<file path="config.mk">
export PLATFORM = sky130hd
export DESIGN_NAME = ioh_core
export DESIGN_NICKNAME = d
export VERILOG_FILES = /design/src/unused_placeholder_none.sv /design/src/ioh_pkg.sv /design/src/ioh_core.sv
export SDC_FILE = /design/constraint.sdc
export NUM_CORES = 1
export LEC_CHECK = 0
export BUFFER_PORTS_ARGS = -buffer_cell sky130_fd_sc_hd__buf_2
export CORE_ASPECT_RATIO = 2
export CORE_MARGIN = 2
export CORE_UTILIZATION = 47
export DETAILED_ROUTE_END_ITERATION = 7
export HOLD_SLACK_MARGIN = 0.02
export PLACE_DENSITY = 0.7
export SLEW_MARGIN = 25
export SYNTH_ARGS = -nofsm -noshare
export SYNTH_HDL_FRONTEND = slang
export SYNTH_SLANG_ARGS = --single-unit
</file>
<file path="constraint.sdc">
create_clock -name clk -period 5.9 [get_ports clk]
set_clock_uncertainty 0.2 [all_clocks]
set_input_delay 0.295 -clock clk [delete_from_list [all_inputs] [get_ports clk]]
set_output_delay 0.295 -clock clk [all_outputs]
set_load 0.02 [all_outputs]
</file>
<file path="src/unused_placeholder_none.sv">
`default_nettype none
`default_nettype wire

</file>
<file path="src/ioh_pkg.sv">
`default_nettype none
package ioh_pkg;
  // Frame layout
  localparam int         FRAME_LEN = 9;
  localparam logic [3:0] LAST_IDX  = 4'h8;
  localparam logic [7:0] ST_OK     = 8'h64;
  localparam logic [7:0] ST_BAD    = 8'h02;
  // Instruction numbers
  localparam logic [7:0] INS_STORE = 8'h0B;
  localparam logic [7:0] INS_RESTO = 8'h0C;
  localparam logic [7:0] INS_HOME  = 8'h0D;
  localparam logic [7:0] INS_SETIO = 8'h0E;
  localparam logic [7:0] INS_GETIO = 8'h0F;
  // Banks, ports and special values
  localparam logic [7:0]  BANK_IN   = 8'h00;
  localparam logic [7:0]  BANK_ADC  = 8'h01;
  localparam logic [7:0]  BANK_GP   = 8'h02;
  localparam logic [7:0]  MOTOR0    = 8'h00;
  localparam logic [7:0]  PORT_ALL  = 8'hFF;
  localparam logic [7:0]  PORT_PU   = 8'h00;
  localparam logic [7:0]  DIN_LAST  = 8'h07;
  localparam logic [7:0]  GP_LAST   = 8'h01;
  localparam logic [31:0] VAL_ACC   = 32'hFFFF_FFFF;
  localparam logic [7:0]  HS_START  = 8'h00;
  localparam logic [7:0]  HS_STOP   = 8'h01;
  localparam logic [7:0]  HS_QUERY  = 8'h02;
  // Number of user variables reloaded at power up
  localparam logic [7:0]  NUM_VARS  = 8'h10;

  typedef enum logic [2:0] {
    S_RX   = 3'b000,
    S_EXEC = 3'b001,
    S_NV   = 3'b011,
    S_TX   = 3'b010,
    S_INIT = 3'b110
  } ioh_state_e;

  typedef struct packed {
    ioh_state_e  st;
    logic [3:0]  cnt;
    logic [63:0] cmd;
    logic [7:0]  sum;
    logic [71:0] rep;
    logic [31:0] acc;
    logic [1:0]  gpo;
    logic        pu;
    logic        hs_go;
    logic        hs_halt;
    logic        nv_req;
    logic        nv_we;
    logic        rst_op;
    logic        init;
    logic [7:0]  idx;
    logic        uv_we;
    logic [31:0] uv_wdata;
    logic        prog;
    logic        cs_err;
    logic [7:0]  din1;
    logic [7:0]  din2;
  } ioh_regs_s;

  // Modulo-256 sum of eight bytes
  function automatic logic [7:0] ioh_csum(input logic [63:0] b);
    logic [7:0] s;
    s = 8'h00;
    for (int i = 0; i < 8; i++)
      s = s + b[i*8 +: 8];
    return s;
  endfunction : ioh_csum
endpackage : ioh_pkg
`default_nettype wire

</file>
<file path="src/ioh_core.sv">
// How it works
// - Command: address, instruction, type, bank, four value bytes MSB first, checksum.
// - Reply: host, target, status 64h on success, instruction, value, checksum.
// - Instruction 0B, bank 2 writes the chosen user variable to storage.
// - Instruction 12, bank 2 reloads the chosen user variable from storage.
// - User variables 0 to 15 are reloaded after reset before commands are taken.
// - Instruction 13 starts, stops or queries the homing search of motor 0.
// - Query returns 0 when idle, nonzero while active; start and stop return 0.
// - Instruction 14, bank 2 drives the chosen output to value 0 or 1.
// - Two outputs, ports 0 and 1.
// - Port 255 in bank 2 sets all outputs from the low value bits.
// - Port 255 value -1 takes the output vector from the accumulator.
// - Port 0, bank 0 switches both stop and home pull-ups together.
// - Instruction 15 reads the line chosen by port and bank 0, 1 or 2.
// - Digital lines read 0 or 1, converter channels read 0 to 4095.
// - From a stored program a read also loads the accumulator.
// - From the host a read only answers and leaves the accumulator alone, except port 255 in bank 0.
// - Bank 2 reads return the output levels last set.
// - Port 255, bank 0 loads all inputs into the low accumulator byte.
`default_nettype none
module ioh_core (
  input  wire logic        clk,
  input  wire logic        rst_n,
  input  wire logic [7:0]  my_addr,
  input  wire logic [7:0]  host_addr,
  input  wire logic        prog_mode,
  input  wire logic        rx_valid,
  input  wire logic [7:0]  rx_byte,
  output logic             rx_ready,
  output logic             tx_valid,
  output logic [7:0]       tx_byte,
  input  wire logic        tx_ready,
  output logic             csum_err,
  output logic [7:0]       uv_addr,
  input  wire logic [31:0] uv_rdata,
  output logic             uv_we,
  output logic [31:0]      uv_wdata,
  output logic             nv_req,
  output logic             nv_we,
  output logic [7:0]       nv_addr,
  output logic [31:0]      nv_wdata,
  input  wire logic        nv_ack,
  input  wire logic [31:0] nv_rdata,
  output logic             hs_start,
  output logic             hs_stop,
  input  wire logic        hs_active,
  input  wire logic [7:0]  din,
  output logic [7:0]       adc_chan,
  input  wire logic [11:0] adc_value,
  output logic             gp_output_0,
  output logic             gp_output_1,
  output logic             pullup_en,
  output logic [31:0]      acc
);

  ioh_pkg::ioh_regs_s s_q;
  ioh_pkg::ioh_regs_s s_d;
  logic [7:0]  ins;
  logic [7:0]  typ;
  logic [7:0]  bnk;
  logic [31:0] val;
  logic        is_ex;

  // Decoded fields of the held command
  assign ins   = s_q.cmd[55:48];
  assign typ   = s_q.cmd[47:40];
  assign bnk   = s_q.cmd[39:32];
  assign val   = s_q.cmd[31:0];
  assign is_ex = (s_q.st == ioh_pkg::S_EXEC);

  ////////////////////////////////////////////////////////////////////////////
  // Next state
  always_comb
  begin
    logic [7:0]  status;
    logic [31:0] rval;
    logic        rd;
    status = ioh_pkg::ST_OK;
    rval   = 32'h0000_0000;
    rd     = 1'b0;
    s_d = s_q;
    s_d.din1    = din;
    s_d.din2    = s_q.din1;
    s_d.hs_go   = 1'b0;
    s_d.hs_halt = 1'b0;
    s_d.uv_we   = 1'b0;
    s_d.cs_err  = 1'b0;
    unique case (s_q.st)
      ioh_pkg::S_INIT:
      begin
        // Power-up reload of one variable; the index steps on only after its write pulse
        if (s_q.uv_we)
          s_d.idx = s_q.idx + 8'h01;
        s_d.nv_req = 1'b1;
        s_d.nv_we  = 1'b0;
        s_d.rst_op = 1'b1;
        s_d.init   = 1'b1;
        s_d.st     = ioh_pkg::S_NV;
      end
      ioh_pkg::S_RX:
      begin
        if (rx_valid)
        begin
          if (s_q.cnt != ioh_pkg::LAST_IDX)
          begin
            s_d.cmd = {s_q.cmd[55:0], rx_byte};
            s_d.sum = s_q.sum + rx_byte;
            s_d.cnt = s_q.cnt + 4'h1;
          end
          else
          begin
            s_d.cnt = 4'h0;
            s_d.sum = 8'h00;
            s_d.cs_err = (rx_byte != s_q.sum);
            if (rx_byte == s_q.sum && s_q.cmd[63:56] == my_addr)
            begin
              s_d.st   = ioh_pkg::S_EXEC;
              s_d.prog = prog_mode;
              s_d.idx  = s_q.cmd[47:40];
            end
          end
        end
      end
      ioh_pkg::S_EXEC:
      begin
        s_d.st = ioh_pkg::S_TX;
        unique case (ins)
          ioh_pkg::INS_STORE, ioh_pkg::INS_RESTO:
          begin
            if (bnk == ioh_pkg::BANK_GP)
            begin
              s_d.nv_req   = 1'b1;
              s_d.nv_we    = (ins == ioh_pkg::INS_STORE);
              s_d.rst_op   = (ins == ioh_pkg::INS_RESTO);
              s_d.uv_wdata = uv_rdata;
              s_d.st       = ioh_pkg::S_NV;
            end
            else
              status = ioh_pkg::ST_BAD;
          end
          ioh_pkg::INS_HOME:
          begin
            if (bnk != ioh_pkg::MOTOR0 || typ > ioh_pkg::HS_QUERY)
              status = ioh_pkg::ST_BAD;
            s_d.hs_go   = (bnk == ioh_pkg::MOTOR0) && (typ == ioh_pkg::HS_START);
            s_d.hs_halt = (bnk == ioh_pkg::MOTOR0) && (typ == ioh_pkg::HS_STOP);
            if (typ == ioh_pkg::HS_QUERY)
              rval = {31'h0000_0000, hs_active};
          end
          ioh_pkg::INS_SETIO:
          begin
            if (bnk == ioh_pkg::BANK_GP && typ <= ioh_pkg::GP_LAST)
              s_d.gpo[typ[0]] = val[0];
            else if (bnk == ioh_pkg::BANK_GP && typ == ioh_pkg::PORT_ALL)
              s_d.gpo = (val == ioh_pkg::VAL_ACC) ? s_q.acc[1:0] : val[1:0];
            else if (bnk == ioh_pkg::BANK_IN && typ == ioh_pkg::PORT_PU)
              s_d.pu = val[0];
            else
              status = ioh_pkg::ST_BAD;
          end
          ioh_pkg::INS_GETIO:
          begin
            rd = 1'b1;
            // Line selected by port and bank
            if (bnk == ioh_pkg::BANK_IN && typ <= ioh_pkg::DIN_LAST)
              rval = {31'h0000_0000, s_q.din2[typ[2:0]]};
            else if (bnk == ioh_pkg::BANK_IN && typ == ioh_pkg::PORT_ALL)
              rval = {24'h00_0000, s_q.din2};
            else if (bnk == ioh_pkg::BANK_ADC)
              rval = {20'h0_0000, adc_value};
            else if (bnk == ioh_pkg::BANK_GP && typ <= ioh_pkg::GP_LAST)
              rval = {31'h0000_0000, s_q.gpo[typ[0]]};
            else
            begin
              status = ioh_pkg::ST_BAD;
              rd = 1'b0;
            end
            if (rd && (s_q.prog || (bnk == ioh_pkg::BANK_IN && typ == ioh_pkg::PORT_ALL)))
              s_d.acc = rval;
          end
          default:
            status = ioh_pkg::ST_BAD;
        endcase
        s_d.rep[71:8] = {host_addr, my_addr, status, ins, rval};
        s_d.rep[7:0]  = ioh_pkg::ioh_csum({host_addr, my_addr, status, ins, rval});
        s_d.cnt = 4'h0;
      end
      ioh_pkg::S_NV:
      begin
        if (nv_ack)
        begin
          s_d.nv_req = 1'b0;
          s_d.nv_we  = 1'b0;
          if (s_q.rst_op)
          begin
            s_d.uv_we    = 1'b1;
            s_d.uv_wdata = nv_rdata;
          end
          s_d.rst_op = 1'b0;
          if (!s_q.init)
            s_d.st = ioh_pkg::S_TX;
          else if (s_q.idx == ioh_pkg::NUM_VARS - 8'h01)
          begin
            // Index held so the last write pulse still lands on it
            s_d.init = 1'b0;
            s_d.st   = ioh_pkg::S_RX;
          end
          else
            s_d.st = ioh_pkg::S_INIT;
        end
      end
      ioh_pkg::S_TX:
      begin
        if (tx_ready)
        begin
          s_d.rep = {s_q.rep[63:0], 8'h00};
          s_d.cnt = s_q.cnt + 4'h1;
          if (s_q.cnt == ioh_pkg::LAST_IDX)
          begin
            s_d.cnt = 4'h0;
            s_d.st  = ioh_pkg::S_RX;
          end
        end
      end
      default:
        s_d.st = ioh_pkg::S_RX;
    endcase
  end

  ////////////////////////////////////////////////////////////////////////////
  // State register
  always_ff @(posedge clk)
  begin
    if (!rst_n)
      s_q <= '{st: ioh_pkg::S_INIT, default: '0};
    else
      s_q <= s_d;
  end

  // Outputs
  assign rx_ready    = (s_q.st == ioh_pkg::S_RX);
  assign tx_valid    = (s_q.st == ioh_pkg::S_TX);
  assign tx_byte     = s_q.rep[71:64];
  assign csum_err    = s_q.cs_err;
  assign uv_addr     = s_q.idx;
  assign uv_we       = s_q.uv_we;
  assign uv_wdata    = s_q.uv_wdata;
  assign nv_req      = s_q.nv_req;
  assign nv_we       = s_q.nv_we;
  assign nv_addr     = s_q.idx;
  assign nv_wdata    = s_q.uv_wdata;
  assign hs_start    = s_q.hs_go;
  assign hs_stop     = s_q.hs_halt;
  assign adc_chan    = typ;
  assign gp_output_0 = s_q.gpo[0];
  assign gp_output_1 = s_q.gpo[1];
  assign pullup_en   = s_q.pu;
  assign acc         = s_q.acc;
endmodule : ioh_core
`default_nettype wire

</file>
Word level (Yosys, flattened, before mapping)
Index checks and enable logic that the tools add are counted.

word-level totals
  flip-flop bits (word level) = 251
  output and inout bits = 139
  word-level logic and storage cells = 181
  input bits = 115

operators by class
  order comparisons = 6
  reductions and logical operators = 39
  bitwise operators = 6
  equal/unequal tests = 31
  $add $sub $neg = 10
  mux-type cells = 68

operator list
  cell                    count
  $pmux W72 S2            1
  $mux W32                4
  $mux W79                1
  $mux W72                1
  $add A8 B8 Y8           8
  $mux W64                1
  $mux W8                 8
  $pmux W32 S2            1
  $mux W7                 9
  $eq A8 B4 Y1 const B    6
  $mux W12                3
  $mux W33                1
  $eq A32 B32 Y1 const B  1
  $pmux W8 S4             1
  $pmux W12 S2            1
  $mux W3                 7
  $reduce_and A3 Y1       6
  $eq A8 B1 Y1 const B    2
  $eq A8 B2 Y1 const B    2
  $eq A8 B8 Y1            2
  $logic_not A8 Y1        2
  $mux W1                 16
  $pmux W8 S2             1
  $pmux W3 S5             1
  38 further kinds        74

Depth between registers and ports, before layout
  word-level depth = 16
  gate-level depth with buffers = 21
  gate-level depth less buffers = 20

Least setup slack after synthesis
Ideal clock, no wire load.

  path kind = register to register
  start = register s_q (netlist bit ins[4])
  end = register s_q[106] (netlist name)
  cell stages (with the launch flop) = 19
  arrival = 4.315 ns
  setup time = 0.128 ns
  required time = 5.572 ns
  path buffers = 1
  path slack = 1.258 ns
  clock period less this slack = 4.642 ns
  cell sequence = dfxtp_1 nor4_1 nand3_1 or2_2 clkbuf_1 o221a_2 fa_1 fa_1 fa_1 inv_1 ha_1 inv_1 fa_1 inv_1 a21o_1 a21oi_1 xnor2_1 a22oi_1 nor2_1

between the ends
  cells in the longest elaborated chain, start to end = 11
  elaborated cells on any way between the ends = 18
  those cells by class = add/sub (7); eq/ne (5); mux (5); reduce/logical (1)

ends and longest elaborated chain
  what                           line             RTL
  start, declared                ioh_core.sv:56   ioh_pkg::ioh_regs_s s_q;
  start signal, assigned         ioh_core.sv:235  s_q <= '{st: ioh_pkg::S_INIT, default: '0};
  start signal, assigned         ioh_core.sv:237  s_q <= s_d;
  $eq A8 B4 Y1                   ioh_core.sv:127  unique case (ins)
  $pmux W12 S2                   ioh_core.sv:127
  $mux W32                       ioh_core.sv:88   unique case (s_q.st)
  $add A8 B8 Y8 (4 in series)    ioh_pkg.sv:67    s = s + b[i*8 +: 8];
  $add A8 B8 Y8 * (3 in series)  ioh_pkg.sv:67
  $pmux W72 S2 *                 ioh_core.sv:88

Mark *: on every way between the ends. The rest lies on a longest branch, timed or not. The select of a mux whose other input is x is not followed.
A chain may end at the register's enable or synchronous reset.

Final worst setup path
  start = register s_q (netlist bit adc_chan[1])
  end = register s_q[106] (netlist name)

between the ends
  cells in the longest elaborated chain, start to end = 16
  elaborated cells on any way between the ends = 39
  those cells by class = add/sub (7); order compare (3); eq/ne (2); mux (20); reduce/logical (7)

ends and longest elaborated chain
  what                           line                              RTL
  $le A8 B1 Y1                   ioh_core.sv:152, ioh_core.sv:171
  $logic_and A1 B1 Y1            ioh_core.sv:152, ioh_core.sv:171
  $mux W1                        ioh_core.sv:171                   else if (bnk == ioh_pkg::BANK_GP && typ <= ioh_pkg::GP_LAST)
  $mux W12                       ioh_core.sv:169                   else if (bnk == ioh_pkg::BANK_ADC)
  $mux W12                       ioh_core.sv:167                   else if (bnk == ioh_pkg::BANK_IN && typ == ioh_pkg::PORT_ALL)
  $mux W12                       ioh_core.sv:165                   if (bnk == ioh_pkg::BANK_IN && typ <= ioh_pkg::DIN_LAST)
  $pmux W12 S2                   ioh_core.sv:127
  $mux W32                       ioh_core.sv:88
  $add A8 B8 Y8 (4 in series)    ioh_pkg.sv:67
  $add A8 B8 Y8 * (3 in series)  ioh_pkg.sv:67
  $pmux W72 S2 *                 ioh_core.sv:88

Marks and branches as above.

==> flow_summary.json <==
{
  "outcome": "finished, final reports clean",
  "die-height_um": 232,
  "rows": 83,
  "antenna_found_initial": 0,
  "wl_per_cell_um": 17.9,
  "drt_iter0_drc": 588,
  "drv_slew": 0,
  "syn_to_final_growth_pct": 20.3,
  "dpl.hpwl_um": 24800,
  "ys_async_sr_fraction": 0,
  "cts_buffers": 21,
  "synth_edf_count": 0,
  "dieWidth_um": 118,
  "slew_headroom": 0.362,
  "crit_top_cell": "fa_1",
  "synth_flop_cell": "dfxtp_1",
  "hold_viol_final": 0,
  "final_cell_mix": "279 x nand2_1, 232 x buf_2, 231 x dfxtp_1",
  "seq_area_frac_synth": 0.380,
  "seqCellArea_um2": 4620,
  "cp-start-kind": "flip-flop",
  "critPathCaptureType": "flip-flop",
  "firstDrtPassIters": 7,
  "ant_nets": 0,
  "rsz0062_at_grt": "no",
  "maxCapViolCount": 0,
  "overflow": 0,
  "synth.avg_cell_area_um2": 8.10,
  "power_density_nw_per_um2": 247,
  "pre_cts_slack_ns": 0.758,
  "clock.fmax_mhz": 191,
  "coreArea_um2": 25500,
  "fin_ws_ns": 0.665,
  "syn_area_um2": 12200,
  "placed_cell_area_um2": 12600,
  "grt_first_pass_wirelength_um": 57100,
  "grt_pass1_vias": 11021,
  "cp_num_buf_inv": 3,
  "crit_chain": "nor4_1 > nand2_1 > nor3_1 > nor2_1 > o221a_2 > fa_1 > fa_1 > fa_1 > inv_1 > ha_1 > inv_1 > fa_1 > inv_1 > a21o_1 > a21oi_1 > xnor2_1 > a22oi_1 > nor2_1",
  "synth_cell_type_count": 67,
  "grt_max_degree": 87,
  "hold_path.class": "input pin to flip-flop",
  "numPortBuffers": 233,
  "crit_family": "adder cells",
  "synthCells": 1505,
  "ioPinCount": 254,
  "cts_num_sinks": 231,
  "fillers": 2284,
  "die_area_um2": 27300,
  "dr_total_vias": 11260,
  "final_common_cell": "nand2_1",
  "multiInputGateArea_um2": 6140,
  "leakage_nw": 6.24,
  "clkTransAtPathRegs_ns": 0.08,
  "clockBufferDepth": 3,
  "ys_ff_latch": 231,
  "cpPeakStageDelay_ns": 0.55,
  "fin_area_um2": 14700,
  "clk_latency_ns": 0.52,
  "final.setup.tns_ns": 0,
  "crit_fanout": 14,
  "cp.required_ns": 6.09,
  "finalSetupViolations": 0,
  "finalCriticalPeriod_ns": 5.23,
  "cts_resized": 0,
  "cp_slowest_cell": "nor4_1",
  "avgViaCountPerCell": 5.51,
  "initial_core_util": 0.477,
  "drc": 0,
  "htreeDepth": 1,
  "totalWireLength_um": 36500,
  "grt_usage": 0.261,
  "ir_drop_mv": 0.243,
  "path_depth": 18,
  "clockRootBuffer": "clkbuf_16",
  "fin_crit_sh": 0.887,
  "final_nets": 1848,
  "drive_above_1_share": 0.180,
  "cts_tree": "done",
  "place.gp.congestion": 0.946,
  "cp.arrival_ns": 5.42,
  "whs_path_depth": 4,
  "cts_setup_buffers": 0,
  "crit_type": "flip-flop to flip-flop",
  "yosysWarnings": 0,
  "rr_worst_depth": 18,
  "worst_pin_slew_ns": 0.949
}
-- metal layers --
metal | up-vias | GRT usage | wire length [um]
met2 | 413 | 0.487 | 19500
met4 | 0 | 0.199 | 2880
met5 | - | 0 | 0
li1 | 5387 | - | -
met3 | 142 | 0.0307 | 1500
met1 | 5318 | 0.260 | 12700
-- power by group --
part	switching [mW]	internal [mW]
Sequential	0.0344	1.60
Combinational	0.299	0.188
Clock	0.634	0.854
Total	0.967	2.65
-- worst register-to-register path: cells and delay by family (launching register included) --
family / cells / cell delay [ns]
buffers and inverters: 3 / 0.20
XOR/XNOR: 1 / 0.13
AND/OR/NAND/NOR: 5 / 1.42
AO/OA/AOI/OAI: 4 / 0.59
adder cells (fa/ha/maj): 5 / 2.07
flip-flops: 1 / 0.49
-- state kept, by name, summed over array words and instances, names as in the netlist, 8 cells and up --
name / count
s_q: 130
bnk: 8
acc: 12
nv_addr: 8
s_d: 8
adc_chan: 8
tx_byte: 8
nv_wdata: 32
ins: 8
-- final timing paths --
kind,startpoint,endpoint,slack [ns]
setup / recovery,adc_chan[1]$_SDFFE_PN0P_,s_q[106]$_SDFFE_PN0P_,0.67
hold / removal,adc_value[1],acc[1]$_SDFFE_PN0P_,0.05
setup reg to reg,adc_chan[1]$_SDFFE_PN0P_,s_q[106]$_SDFFE_PN0P_,0.67
hold reg to reg,s_d[5]$_SDFF_PN0_,s_q[5]$_SDFF_PN0_,0.23
-- kinds of logic (layout without fill, tap and decap cells) --
logic type      Yosys count  in the layout  share of synthesized area
xor+xnor                 24             24                     0.0173
fa+ha+maj                43             43                     0.0577
simple gates            613            613                      0.232
other cells               1             21                   0.000308
mux                      19             19                     0.0158
compound gates          301            301                      0.172
buf+inv                 273            453                      0.125
flops                   231            231                      0.380
-- synthesized netlist by cell type (all sizes together) (19+ instances only) --
master / instances / area (um^2)
a21oi: 96 / 492
a21boi: 37 / 278
inv: 41 / 154
nor2: 90 / 338
dfxtp: 231 / 4620
ha: 21 / 263
clkbuf: 80 / 300
a311oi: 25 / 219
nand2: 281 / 1050
o21ai: 38 / 190
nand3: 121 / 618
and2: 24 / 150
fa: 22 / 440
xnor2: 19 / 166
o211a: 34 / 340
buf: 151 / 1060
-- metrics by stage --
| stage | hold slack, ns | power (mW) | util | instances |
|---|---|---|---|---|
| CTS | 0.0234 | 3.63 | 0.572 | 2043 |
| finish | 0.0497 | 3.61 | 0.574 | 2045 |
| global route | 0.0439 | 3.74 | 0.573 | 2044 |
| floorplan | 0.212 | 1.99 | - | 1524 |
| global placement | 0.217 | 2.10 | 0.494 | 1880 |
| detailed placement | 0.220 | 2.11 | 0.494 | 1880 |
-- final cells by class --
class,count,share of cell area
multi-input combinational,1020,0.419
sequential,231,0.316
timing repair buffer,374,0.175
clock buffer,27,0.0408
tap,340,0.0290
inverter,42,0.0108
clock inverter,10,0.00982
antenna,1,0.000171
-- timing repair --
item	in CTS	in global routing
endpoints found under the setup margin	0	0
hold buffers	126	0
hold endpoints to repair	81	0
Power figures use the tool's default switching activity.
